## config.mk

```make
export PLATFORM = sky130hd
export DESIGN_NAME = mpcb_top
export DESIGN_NICKNAME = d
export VERILOG_FILES = /design/src/mpcb_pkg.sv /design/src/mpcb_top.sv
export SDC_FILE = /design/constraint.sdc
export NUM_CORES = 1
export LEC_CHECK = 0
export BUFFER_PORTS_ARGS = -buffer_cell sky130_fd_sc_hd__buf_2
export CAP_MARGIN = 20
export CORE_MARGIN = 4
export CORE_UTILIZATION = 55
export DETAILED_ROUTE_END_ITERATION = 16
export PLACE_DENSITY = 0.74
export SETUP_SLACK_MARGIN = 0.05
export SKIP_LAST_GASP = 1
export SLEW_MARGIN = 0
export SYNTH_ARGS = -nofsm -noshare
export SYNTH_HDL_FRONTEND = slang
export SYNTH_SLANG_ARGS = --single-unit
```

## constraint.sdc

```tcl
create_clock -name clk_sys -period 18 [get_ports clk_sys]
set_clock_uncertainty 0.05 [all_clocks]
set_input_delay 3.6 -clock clk_sys [delete_from_list [all_inputs] [get_ports clk_sys]]
set_output_delay 3.6 -clock clk_sys [all_outputs]
set_load 0.01 [all_outputs]
```

## src/mpcb_pkg.sv

```systemverilog
// Purpose: Shared constants for the multiphase clock bank control block
// Assumes: Three-level pins arrive pre-encoded as 2-bit codes
// Notes: Phase unit is one fast tick; divide counts are in phase-unit ticks
package mpcb_pkg;
  // ----------------------------------------
  // Three-level select encoding
  // ----------------------------------------
  typedef enum logic [1:0] {
    MPCB_LOW,
    MPCB_MID,
    MPCB_HIGH,
    MPCB_BAD
  } mpcb_lvl_t;
  // ----------------------------------------
  // Loop timing
  // ----------------------------------------
  localparam int UNIT_PER_PERIOD = 16;
  localparam logic [7:0] HALF_UNITS = 8'h08;
  localparam int LOCK_EDGES = 4;
  localparam logic [3:0] OFS_CENTER = 4'h8;
  localparam logic [2:0] DIV_MAX = 3'h6;
  // Sixty reference periods hold a whole number of periods for every divide
  localparam logic [5:0] REF_WRAP = 6'h3B;
  // Lead that hides the output and sync pipeline, so feedback lands on reference
  localparam logic [9:0] LEAD_UNITS = 10'h01C;
  // Output counts: four banks of four outputs, two feedback outputs
  localparam int BANKS = 4;
  localparam int OUTS_PER_BANK = 4;
  localparam int FB_OUTS = 2;
endpackage : mpcb_pkg

```

## src/mpcb_top.sv

```systemverilog
// Purpose: Pin-level control of a PLL multiphase clock buffer, digital model
// Assumes: Reference and feedback pins are asynchronous; straps are static
// Notes: The loop is modelled as a divided clock aligned to reference edges
`timescale 1ns/1ps
// How it works
// - Feedback pair B when select high, else A
// - Phase counter aligns to selected reference edges
// - Reference pair B when select high, else A
// - Feedback bank disabled per output mode when high
// - Each bank disable gates its own four outputs
// - Output mode: high Z, hold-off, or test
// - Bank 3 invert: complement pairs, all, or none
// - Lock high when locked, low while acquiring
// - Three-level codes decode low, mid, high
// - Feedback bank phase and divide from own selects
// - Each bank uses own phase and divide selects
// - Divide pair encodes ratios one to six
// - Offsets are whole multiples of phase unit
// - Per-bank offset tables including copy codes
module mpcb_top (
  input wire logic clk_sys, // System clock, 100 MHz
  input wire logic rst_n, // Async reset, active low
  input wire logic feedback_pair_select, // Feedback source select
  input wire logic feedback_in_pair_a, // Feedback pair A true pin
  input wire logic feedback_in_pair_b, // Feedback pair B true pin
  input wire logic reference_pair_select, // Reference source select
  input wire logic reference_in_pair_a, // Reference pair A true pin
  input wire logic reference_in_pair_b, // Reference pair B true pin
  input wire logic [1:0] frequency_range_select, // Three-level code
  input wire logic [1:0] output_mode_select, // Three-level code
  input wire logic [1:0] bank3_invert_select, // Three-level code
  input wire logic [1:0] feedback_phase_select, // Three-level code
  input wire logic [3:0] feedback_divide_select, // [3:2] bit1, [1:0] bit0
  input wire logic feedback_bank_disable, // High disables feedback bank
  input wire logic [15:0] bank_phase_select, // Per bank {f1,f0}, bank1 lowest
  input wire logic [15:0] bank_divide_select, // Per bank {ds1,ds0}, bank1 lowest
  input wire logic [3:0] bank_disable, // High disables bank, bit0 = bank1
  output logic [15:0] bank_outputs, // Bank n at [4n-1:4n-4], {qb1,qb0,qa1,qa0}
  output logic [15:0] bank_output_enable, // High while driving
  output logic [1:0] feedback_bank_outputs, // Feedback bank clocks
  output logic [1:0] feedback_output_enable, // High while driving
  output logic lock, // Loop locked
  output logic test_mode, // Factory test mode active
  output logic [1:0] range_code // Frequency range strap as seen
);
  // ----------------------------------------
  // Functions
  // ----------------------------------------
  function automatic mpcb_pkg::mpcb_lvl_t lvl(input logic [1:0] c);
    lvl = mpcb_pkg::mpcb_lvl_t'(c);
  endfunction : lvl

  // Ratio from a divider pair; illegal codes fall back to divide by one
  function automatic logic [2:0] div_of(input logic [1:0] d1, input logic [1:0] d0);
    logic [2:0] r;
    r = 3'h1;
    if (lvl(d1) == mpcb_pkg::MPCB_LOW && lvl(d0) != mpcb_pkg::MPCB_BAD) begin
      r = 3'h1 + {1'b0, d0};
    end else if (lvl(d1) == mpcb_pkg::MPCB_MID && lvl(d0) != mpcb_pkg::MPCB_BAD) begin
      r = 3'h4 + {1'b0, d0};
    end
    div_of = r;
  endfunction : div_of

  // Offset in units, biased by OFS_CENTER; bank 3 and 4 copy codes
  function automatic logic [3:0] ofs_of(input int bank, input logic [1:0] f1,
                                        input logic [1:0] f0, input logic [3:0] cp1,
                                        input logic [3:0] cp2);
    logic [3:0] i;
    logic [3:0] o;
    i = 4'(f1) * 4'h3 + 4'(f0);
    o = mpcb_pkg::OFS_CENTER;
    if (f1 != 2'h3 && f0 != 2'h3) begin
      if (bank < 2) begin
        o = i + 4'h4;
      end else begin
        unique case (i)
          4'h3: o = cp1;
          4'h5: o = cp2;
          4'h4: o = mpcb_pkg::OFS_CENTER;
          default: o = i;
        endcase
        if (i < 4'h3) begin
          o = 4'h0 + i; // -8,-7,-6 as 0..2 on a 16-unit range
        end else if (i > 4'h5) begin
          o = i + 4'h8; // +6,+7,+8 as 14,15 and 16 wrapped to 0
        end
      end
    end
    ofs_of = o;
  endfunction : ofs_of

  // ----------------------------------------
  // Reset and input synchronisers
  // ----------------------------------------
  logic [1:0] rst_sync_r;
  logic rst_ok;
  always_ff @(posedge clk_sys or negedge rst_n) begin
    if (!rst_n) begin
      rst_sync_r <= 2'h0;
    end else begin
      rst_sync_r <= {rst_sync_r[0], 1'b1};
    end
  end
  assign rst_ok = rst_sync_r[1];

  logic [3:0] clk_meta_r;
  logic [3:0] clk_sync_r;
  logic ref_prev_r;
  logic fb_prev_r;
  logic ref_sel;
  logic fb_sel;
  always_ff @(posedge clk_sys or negedge rst_ok) begin
    if (!rst_ok) begin
      clk_meta_r <= 4'h0;
      clk_sync_r <= 4'h0;
      ref_prev_r <= 1'b0;
      fb_prev_r <= 1'b0;
    end else begin
      clk_meta_r <= {feedback_in_pair_b, feedback_in_pair_a,
                     reference_in_pair_b, reference_in_pair_a};
      clk_sync_r <= clk_meta_r;
      ref_prev_r <= ref_sel;
      fb_prev_r <= fb_sel;
    end
  end
  // Selects come from the synchronised strap copy, never the raw pins
  assign ref_sel = cfg_r[54] ? clk_sync_r[1] : clk_sync_r[0];
  assign fb_sel = cfg_r[55] ? clk_sync_r[3] : clk_sync_r[2];

  // ----------------------------------------
  // Static select sampling and change detect
  // ----------------------------------------
  logic [55:0] cfg_meta_r;
  logic [55:0] cfg_r;
  logic [55:0] cfg_prev_r;
  logic cfg_changed;
  always_ff @(posedge clk_sys or negedge rst_ok) begin
    if (!rst_ok) begin
      cfg_meta_r <= '0;
      cfg_r <= '0;
      cfg_prev_r <= '0;
    end else begin
      cfg_meta_r <= {feedback_pair_select, reference_pair_select, feedback_bank_disable,
                     bank_disable, bank_divide_select, bank_phase_select,
                     feedback_divide_select, feedback_phase_select, bank3_invert_select,
                     output_mode_select, frequency_range_select, 5'h00};
      cfg_r <= cfg_meta_r;
      cfg_prev_r <= cfg_r;
    end
  end
  assign cfg_changed = (cfg_r != cfg_prev_r);

  logic [1:0] fs_s;
  logic [1:0] om_s;
  logic [1:0] inv_s;
  logic [1:0] fbf_s;
  logic [3:0] fbd_s;
  logic feedback_bank_disable_s;
  logic [15:0] bph_s;
  logic [15:0] bdv_s;
  logic [3:0] bdis_s;
  assign fs_s = cfg_r[6:5];
  assign om_s = cfg_r[8:7];
  assign inv_s = cfg_r[10:9];
  assign fbf_s = cfg_r[12:11];
  assign fbd_s = cfg_r[16:13];
  assign bph_s = cfg_r[32:17];
  assign bdv_s = cfg_r[48:33];
  assign bdis_s = cfg_r[52:49];
  assign feedback_bank_disable_s = cfg_r[53];

  // ----------------------------------------
  // Loop model: unit counter aligned to reference
  // ----------------------------------------
  logic [3:0] unit_r;
  logic [2:0] lock_cnt_r;
  logic phase_ok;
  always_ff @(posedge clk_sys or negedge rst_ok) begin
    if (!rst_ok) begin
      unit_r <= 4'h0;
    end else if (ref_sel && !ref_prev_r) begin
      unit_r <= 4'h1;
    end else begin
      unit_r <= unit_r + 4'h1;
    end
  end
  assign phase_ok = !(fb_sel && !fb_prev_r) || (unit_r <= 4'h2) || (unit_r >= 4'hE);

  always_ff @(posedge clk_sys or negedge rst_ok) begin
    if (!rst_ok) begin
      lock_cnt_r <= 3'h0;
      lock <= 1'b0;
    end else if (cfg_changed || !phase_ok) begin
      lock_cnt_r <= 3'h0;
      lock <= 1'b0;
    end else if (ref_sel && !ref_prev_r) begin
      if (lock_cnt_r == 3'(mpcb_pkg::LOCK_EDGES)) begin
        lock <= 1'b1;
      end else begin
        lock_cnt_r <= lock_cnt_r + 3'h1;
      end
    end
  end

  // ----------------------------------------
  // Per-bank divided, offset clocks
  // ----------------------------------------
  logic [3:0] sub_r;
  logic [5:0] ref_cnt_r;
  always_ff @(posedge clk_sys or negedge rst_ok) begin
    if (!rst_ok) begin
      sub_r <= 4'h0;
      ref_cnt_r <= 6'h00;
    end else if (ref_sel && !ref_prev_r) begin
      sub_r <= 4'h0;
      ref_cnt_r <= (ref_cnt_r == mpcb_pkg::REF_WRAP) ? 6'h00 : ref_cnt_r + 6'h01;
    end else begin
      sub_r <= sub_r + 4'h1;
    end
  end

  logic [4:0] bank_clk;
  logic [4:0] bank_en;
  logic [3:0] ofs [5];
  always_comb begin
    ofs[0] = ofs_of(0, bph_s[3:2], bph_s[1:0], 4'h0, 4'h0);
    ofs[1] = ofs_of(1, bph_s[7:6], bph_s[5:4], 4'h0, 4'h0);
    ofs[2] = ofs_of(2, bph_s[11:10], bph_s[9:8], ofs[0], ofs[1]);
    ofs[3] = ofs_of(3, bph_s[15:14], bph_s[13:12], ofs[0], ofs[1]);
    ofs[4] = (lvl(fbf_s) == mpcb_pkg::MPCB_LOW) ? 4'h4 :
             (lvl(fbf_s) == mpcb_pkg::MPCB_HIGH) ? 4'hC : mpcb_pkg::OFS_CENTER;
  end
  always_comb begin
    for (int b = 0; b < 5; b++) begin
      logic [2:0] d;
      logic [9:0] t;
      d = (b < 4) ? div_of(bdv_s[4*b+3 -: 2], bdv_s[4*b+1 -: 2])
                  : div_of(fbd_s[3:2], fbd_s[1:0]);
      // Larger offset delays the bank
      t = {ref_cnt_r, sub_r} + mpcb_pkg::LEAD_UNITS - {6'h00, ofs[b]};
      bank_clk[b] = ((t % ({7'h00, d} * 10'h010)) <
                     ({7'h00, d} * {2'h0, mpcb_pkg::HALF_UNITS}));
      bank_en[b] = (b < 4) ? !bdis_s[b] : !feedback_bank_disable_s;
    end
  end

  // ----------------------------------------
  // Output staging
  // ----------------------------------------
  logic hiz_mode;
  assign hiz_mode = (lvl(om_s) == mpcb_pkg::MPCB_HIGH);
  always_ff @(posedge clk_sys or negedge rst_ok) begin
    if (!rst_ok) begin
      bank_outputs <= 16'h0000;
      bank_output_enable <= 16'h0000;
      feedback_bank_outputs <= 2'h0;
      feedback_output_enable <= 2'h0;
      test_mode <= 1'b0;
      range_code <= 2'h0;
    end else begin
      for (int b = 0; b < 4; b++) begin
        logic c;
        c = bank_en[b] && bank_clk[b];
        bank_outputs[4*b +: 4] <= {4{c}};
        if (b == 2) begin
          unique case (lvl(inv_s))
            mpcb_pkg::MPCB_LOW: bank_outputs[4*b +: 4] <= {!c, c, !c, c};
            mpcb_pkg::MPCB_HIGH: bank_outputs[4*b +: 4] <= {4{!c}};
            default: bank_outputs[4*b +: 4] <= {4{c}};
          endcase
          if (!bank_en[b]) begin
            bank_outputs[4*b +: 4] <= 4'h0;
          end
        end
        bank_output_enable[4*b +: 4] <= {4{bank_en[b] || !hiz_mode}};
      end
      feedback_bank_outputs <= {2{bank_en[4] && bank_clk[4]}};
      feedback_output_enable <= {2{bank_en[4] || !hiz_mode}};
      test_mode <= (lvl(om_s) == mpcb_pkg::MPCB_MID);
      range_code <= fs_s;
    end
  end
endmodule : mpcb_top

```

==> metrics, run 1 <==
status complete, no violations; Yosys warnings 0; Critical-path top delay cell o41ai_1; # resized after CTS 0; worst hold path class reg -> reg; die area 25100 sq um; cell count after synthesis roughly 1200; Avg Cell Area, Syn 10.2 sq um; Critical Path RT between 15000 and 20000 ps; initial drt markers 566; Post-CTS Setup Repair Bufs 0; Max Cap Viol 0; Via Count 9318; chip width ~160 microns; area of the multi-input gates approximately 7000 sq um; H-tree depth 4; Syn Nets around 1400; initial antenna violation count 0; number of global-route vias before repair 8894; Remaining DRCs 0; most frequent CP cell ha_1; ys async rst share 100%; root buf cell clkbuf_16; Post-DP HPWL slightly above 20000 microns; number of synthesized register bits 195; first-pass detailed-route iteration total 5; CTS tree built; sequential-to-total area share from yosys stat 39.1%; DRT antenna net count 0; Placer Congestion around 0.9; Finished Core Util 61.8%; I/O pins 97; highest clock rate 77.9 MHz; most frequent cells in the layout dfrtp_1 (194), ha_1 (129), buf_2 (96); Worst Path Arrival approximately 13000 ps; number of core rows between 50 and 60; drt wl/cell 17.0 microns; vias per cell 5.84; Sum Neg Setup Slack 0 ps; cell area after synthesis around 12000 sq um; Fin. Hold Viols 0; Die Y-Extent 159 microns; Sequential Area 4880 sq um; CP max stage delay 650 ps; initial core utilization 56.5%; CP max FO 9; largest net degree at the start of global routing 80; worst slew pin tran 985 ps; clock buffer depth 2; CP Class reg -> reg; Slew headroom between 30 and 40%; Antenna Cells 0; CP endpoint kind flip-flop; Worst Setup Start Kind flip-flop; fraction of layout cells with a size suffix above 1 15.2%; nets@finish 1502; total global routing overflow 0; number of synthesized flops with an enable pin 0; first-pass GRT wire length 44800 microns; max-slew violations 0; Buffers on Ports 96; Sink Count 195; total global-route track usage around 22%; Final min period 12830 ps; most common cell after layout, fill and taps aside dfrtp_1; clock-pin slew on the worst setup and hold paths approximately 80 ps; Clk Latency, worst-skew pair ~430 ps; Area Overhead vs Synth 9.51%; CTS Buf Count 17; RSZ-0062 raised after global routing false; Core Footprint 22100 sq um; Final Setup Violations 0; DRT Wirelength between 20000 and 30000 microns; Synth Flop Type dfrtp_1; Cell variety after synth roughly 90; fillers about 1800; number of buffers added to fix hold violations after cts 0; fin crit share 71.3%
==> path summary, 6_finish.rpt <==
path | slack, ps | endpoint | depth (start not counted) | start
worst max-delay path | 5170 | bank_outputs[10] | 55 | cfg_r[27]
worst min-delay path | 290 | cfg_r[16] | 0 | cfg_meta_r[16]
worst max register to register | 5170 | bank_outputs[10] | 55 | cfg_r[27]
worst min register to register | 290 | cfg_r[16] | 0 | cfg_meta_r[16]
max in group asynchronous | 14910 | rst_sync_r[1] | 1 | rst_n
min in group asynchronous | 360 | cfg_meta_r[6] | 0 | rst_sync_r[1]
==> metrics by stage <==
stage / worst slack [ps] / cells / area [sq um] / hold WS [ps]
finish: 5170 / 1596 / 13700 / 292
global route: 4160 / 1596 / 13700 / 300
CTS: 5330 / 1596 / 13700 / 294
detailed placement: 5380 / 1564 / 13100 / 285
global placement: 5770 / 1564 / 13100 / 282
floorplan: 6570 / 1220 / 12500 / 281
==> synth_stat cells (all sizes together) (5+ instances only) <==
library cell  number  area share, %
dfrtp            195             39
ha               129             13
nor2              89            2.7
nand2             74            2.2
xor2              69            5.1
a21oi             59            2.4
inv               57            1.7
nor3              51            2.1
o21ai             50            2.0
xnor2             43            3.0
buf               34            2.1
o21a              34            2.0
mux2              23            2.1
nand3             22           0.88
nor4              20            1.1
nor2b             19           0.95
nand2b            17           0.85
mux2i             14            1.2
fa                13            2.1
or2               12           0.60
a211oi            11           0.70
a31oi             11           0.67
and2              11           0.55
and3              11           0.56
nand4             11           0.55
o31ai             11           0.66
or3                9           0.45
a21o               8           0.48
o311ai             8           0.90
clkbuf             6           0.18
nor3b              6           0.40
o31a               6           0.43
nand3b             5           0.30
nor4b              5           0.35
==> critical path: cells and delay by family (launching register included) <==
kind	cells	cell delay (ps)
compound gates	22	4840
fa+ha+maj	11	3520
simple gates	17	3130
flops	1	450
mux	1	290
buf+inv	3	270
xor+xnor	1	160
==> area by class of cell <==
class	count	area share (%)
multi-input cells	928	52.0
flip-flops and latches	195	35.8
repair buffers	104	3.96
clock buffers	19	3.17
well taps	280	2.57
inverters	57	1.57
clock inverters	13	1.02
==> registers in the layout, indices dropped and copies added (netlist names), 2 cells and up <==
register	flops
unit_r	4
clk_meta_r	4
ref_cnt_r	6
cfg_meta_r	51
lock_cnt_r	3
clk_sync_r	4
cfg_prev_r	50
bank_outputs	5
rst_sync_r	2
sub_r	4
bank_output_enable	4
cfg_r	51
==> cells by family after synthesis <==
kind of cell | count (synthesis) | synth area share (%)
and+or+nand+nor | 380 | 15.9
adders and majority gates | 142 | 15.0
xor gates and xnor gates | 112 | 8.08
muxes | 37 | 3.30
buffers and inverters | 97 | 3.96
AOI/OAI and AO/OA | 256 | 14.5
DFF | 195 | 39.1
other | 1 | 0.0301
==> layer usage <==
layer | wire length, microns | up-vias | global-route usage [%] | part of all wire (%)
met5 | 0 | - | 0 | 0
met4 | 770 | 0 | 7.55 | 2.8
met3 | 1430 | 43 | 3.42 | 5.3
met2 | 12700 | 249 | 36.0 | 47
met1 | 12200 | 4468 | 31.2 | 45
li1 | - | 4558 | - | -
Power of run 1 is not shown: default switching activity piles up to over one toggle a cycle in this logic, so the estimate is an artifact.
==> run 2, diff against run 1 <==
--- a/config.mk
+++ b/config.mk
@@ -10,7 +10,7 @@
 export CORE_MARGIN = 4
 export CORE_UTILIZATION = 55
 export DETAILED_ROUTE_END_ITERATION = 16
-export PLACE_DENSITY = 0.74
+export PLACE_DENSITY = 0.77
 export SETUP_SLACK_MARGIN = 0.05
 export SKIP_LAST_GASP = 1
 export SLEW_MARGIN = 0
==> constraint.sdc (replaced) <==
create_clock -name clk_sys -period 10.35 [get_ports clk_sys]
set_clock_uncertainty 0.05 [all_clocks]
set_input_delay 2.07 -clock clk_sys [delete_from_list [all_inputs] [get_ports clk_sys]]
set_output_delay 2.07 -clock clk_sys [all_outputs]
set_load 0.01 [all_outputs]
==> run 2 against run 1 <==
The flow now finishes with violations (setup timing). Die area unchanged. Sequential share of layout area down 5.7 points. Highest routed layer unchanged. Utilization up 12 points. Worst setup slack worse by 5900 ps. Register-to-register slack worse by 5900 ps. Cell area up 19%. Routed wire length up 32%. Global-route usage up 4.3 points.
==> metrics, run 2 (synthesized netlist as in run 1, its figures left out) <==
Final min period around 11000 ps; fraction of layout cells with a size suffix above 1 36.6%; CP max stage delay 560 ps; hold path cells 0; number of buffers added to fix hold violations after cts 0; Worst Path Arrival 11430 ps; clock-pin slew on the worst setup and hold paths 90 ps; Critical Path RT 10680 ps; I/O pins 97; initial drt markers about 970; Final Setup Violations 5; Placer Congestion about 0.89; Core Footprint 22100 sq um; root buf cell clkbuf_16; highest clock rate ~90 MHz; RSZ-0062 raised after global routing true; DRT Wirelength 35900 microns; Slew headroom 39.4%; Area Overhead vs Synth 30.3%; first-pass detailed-route iteration total 7; R2R Path End bank_outputs[11]; Worst Setup Start Kind flip-flop; clock buffer depth 2; Max Cap Viol 0; CP Class reg -> reg; initial core utilization 56.5%; Regs by FF count cfg_meta_r (51), cfg_r (51), cfg_prev_r (50); Post-DP HPWL 23400 microns; max-slew violations 0; largest net degree at the start of global routing between 60 and 70; status complete, but fails checks; worst slew pin tran 902 ps; failing checks setup timing; most common cell after layout, fill and taps aside buf_4; total global routing overflow 0; worst hold path class reg -> reg; worst hold slack approximately 290 ps; nets@finish 1718; Fin. Hold Viols 0; CP Buf/Inv Count 4; initial antenna violation count 0; die area 25100 sq um; Remaining DRCs 0; depth of the most critical reg-to-reg path 57; Buffers on Ports 96; Worst Hold End cfg_r[14]; Die Y-Extent approximately 160 microns; Place WS -519 ps; drt wl/cell 19.8 microns; launch point of the worst path cfg_r[20]; hold path start cfg_meta_r[14]; dpl cell area 14300 sq um; CTS Buf Count 17; H-tree depth 4; Critical-path top delay cell fa_1; number of global-route vias before repair 10800; R2R Setup Slk -750 ps; chip width 159 microns; CP endpoint kind flip-flop; first-pass GRT wire length 53000 microns; CP max FO 4; fin area 16300 sq um; setup ws final -753 ps; Antenna Cells 0; number of core rows 54; CP delay by family, top adder cells; fin crit share 107%; Via Count ~11000; vias per cell 6.03; CTS tree built; R2R Path Start cfg_r[20]; total global-route track usage 26.7%; DRT antenna net count 0; Sink Count about 200; Clk Latency, worst-skew pair 460 ps; Sum Neg Setup Slack -2040 ps; most frequent cells in the layout buf_4 (222), dfrtp_1 (192), ha_1 (107)
==> run 2: changes by cell type in the layout (fill, tap and decap cells not counted), moves of 15 or more <==
cell     change
nor2_1      -15
ha_4        +15
buf_4      +214
ha_1        -22
a21oi_2     +17
o21ai_0     -19
a21oi_1     -19
==> run 2: cell type report <==
class | count | area (sq um)
Tap cell | 280 | 350
Multi-Input combinational cell | 928 | 8010
Sequential cell | 195 | 4890
Fill cell | 1347 | 5840
Inverter | 57 | 221
Clock buffer | 17 | 425
Timing Repair Buffer | 320 | 2170
Clock inverter | 15 | 190
==> run 2: worst max path at each step <==
stage,end,depth (start not counted)
floorplan,bank_outputs[10],56
global placement,bank_outputs[10],54
detailed placement,bank_outputs[11],55
CTS,bank_outputs[10],58
global route,bank_outputs[11],58
finish,bank_outputs[11],57
==> run 2: repair_timing <==
action                                  CTS  global route
resized for setup                        54           121
pin swaps                                33            86
setup buffers                            22            44
endpoints found under the setup margin    5             6
==> run 2: stage by stage <==
| stage | instances | utilization (%) |
|---|---|---|
| 4_1_cts | 1768 | 69.4 |
| 3_5_place_dp | 1714 | 64.9 |
| 6_report | 1812 | 73.6 |
| 3_3_place_gp | 1714 | 64.9 |
| 5_1_grt | 1812 | 73.6 |
| 2_1_floorplan | 1220 | - |
==> run 2: per-layer routing <==
metal	share of wire, %	GRT usage [%]	vias to the layer above
li1	-	-	4976
met3	5.3	3.70	136
met1	39	33.0	5335
met2	50	45.9	477
met5	0	0	-
met4	5.7	13.1	0
Power of run 2 is left out for the same reason.
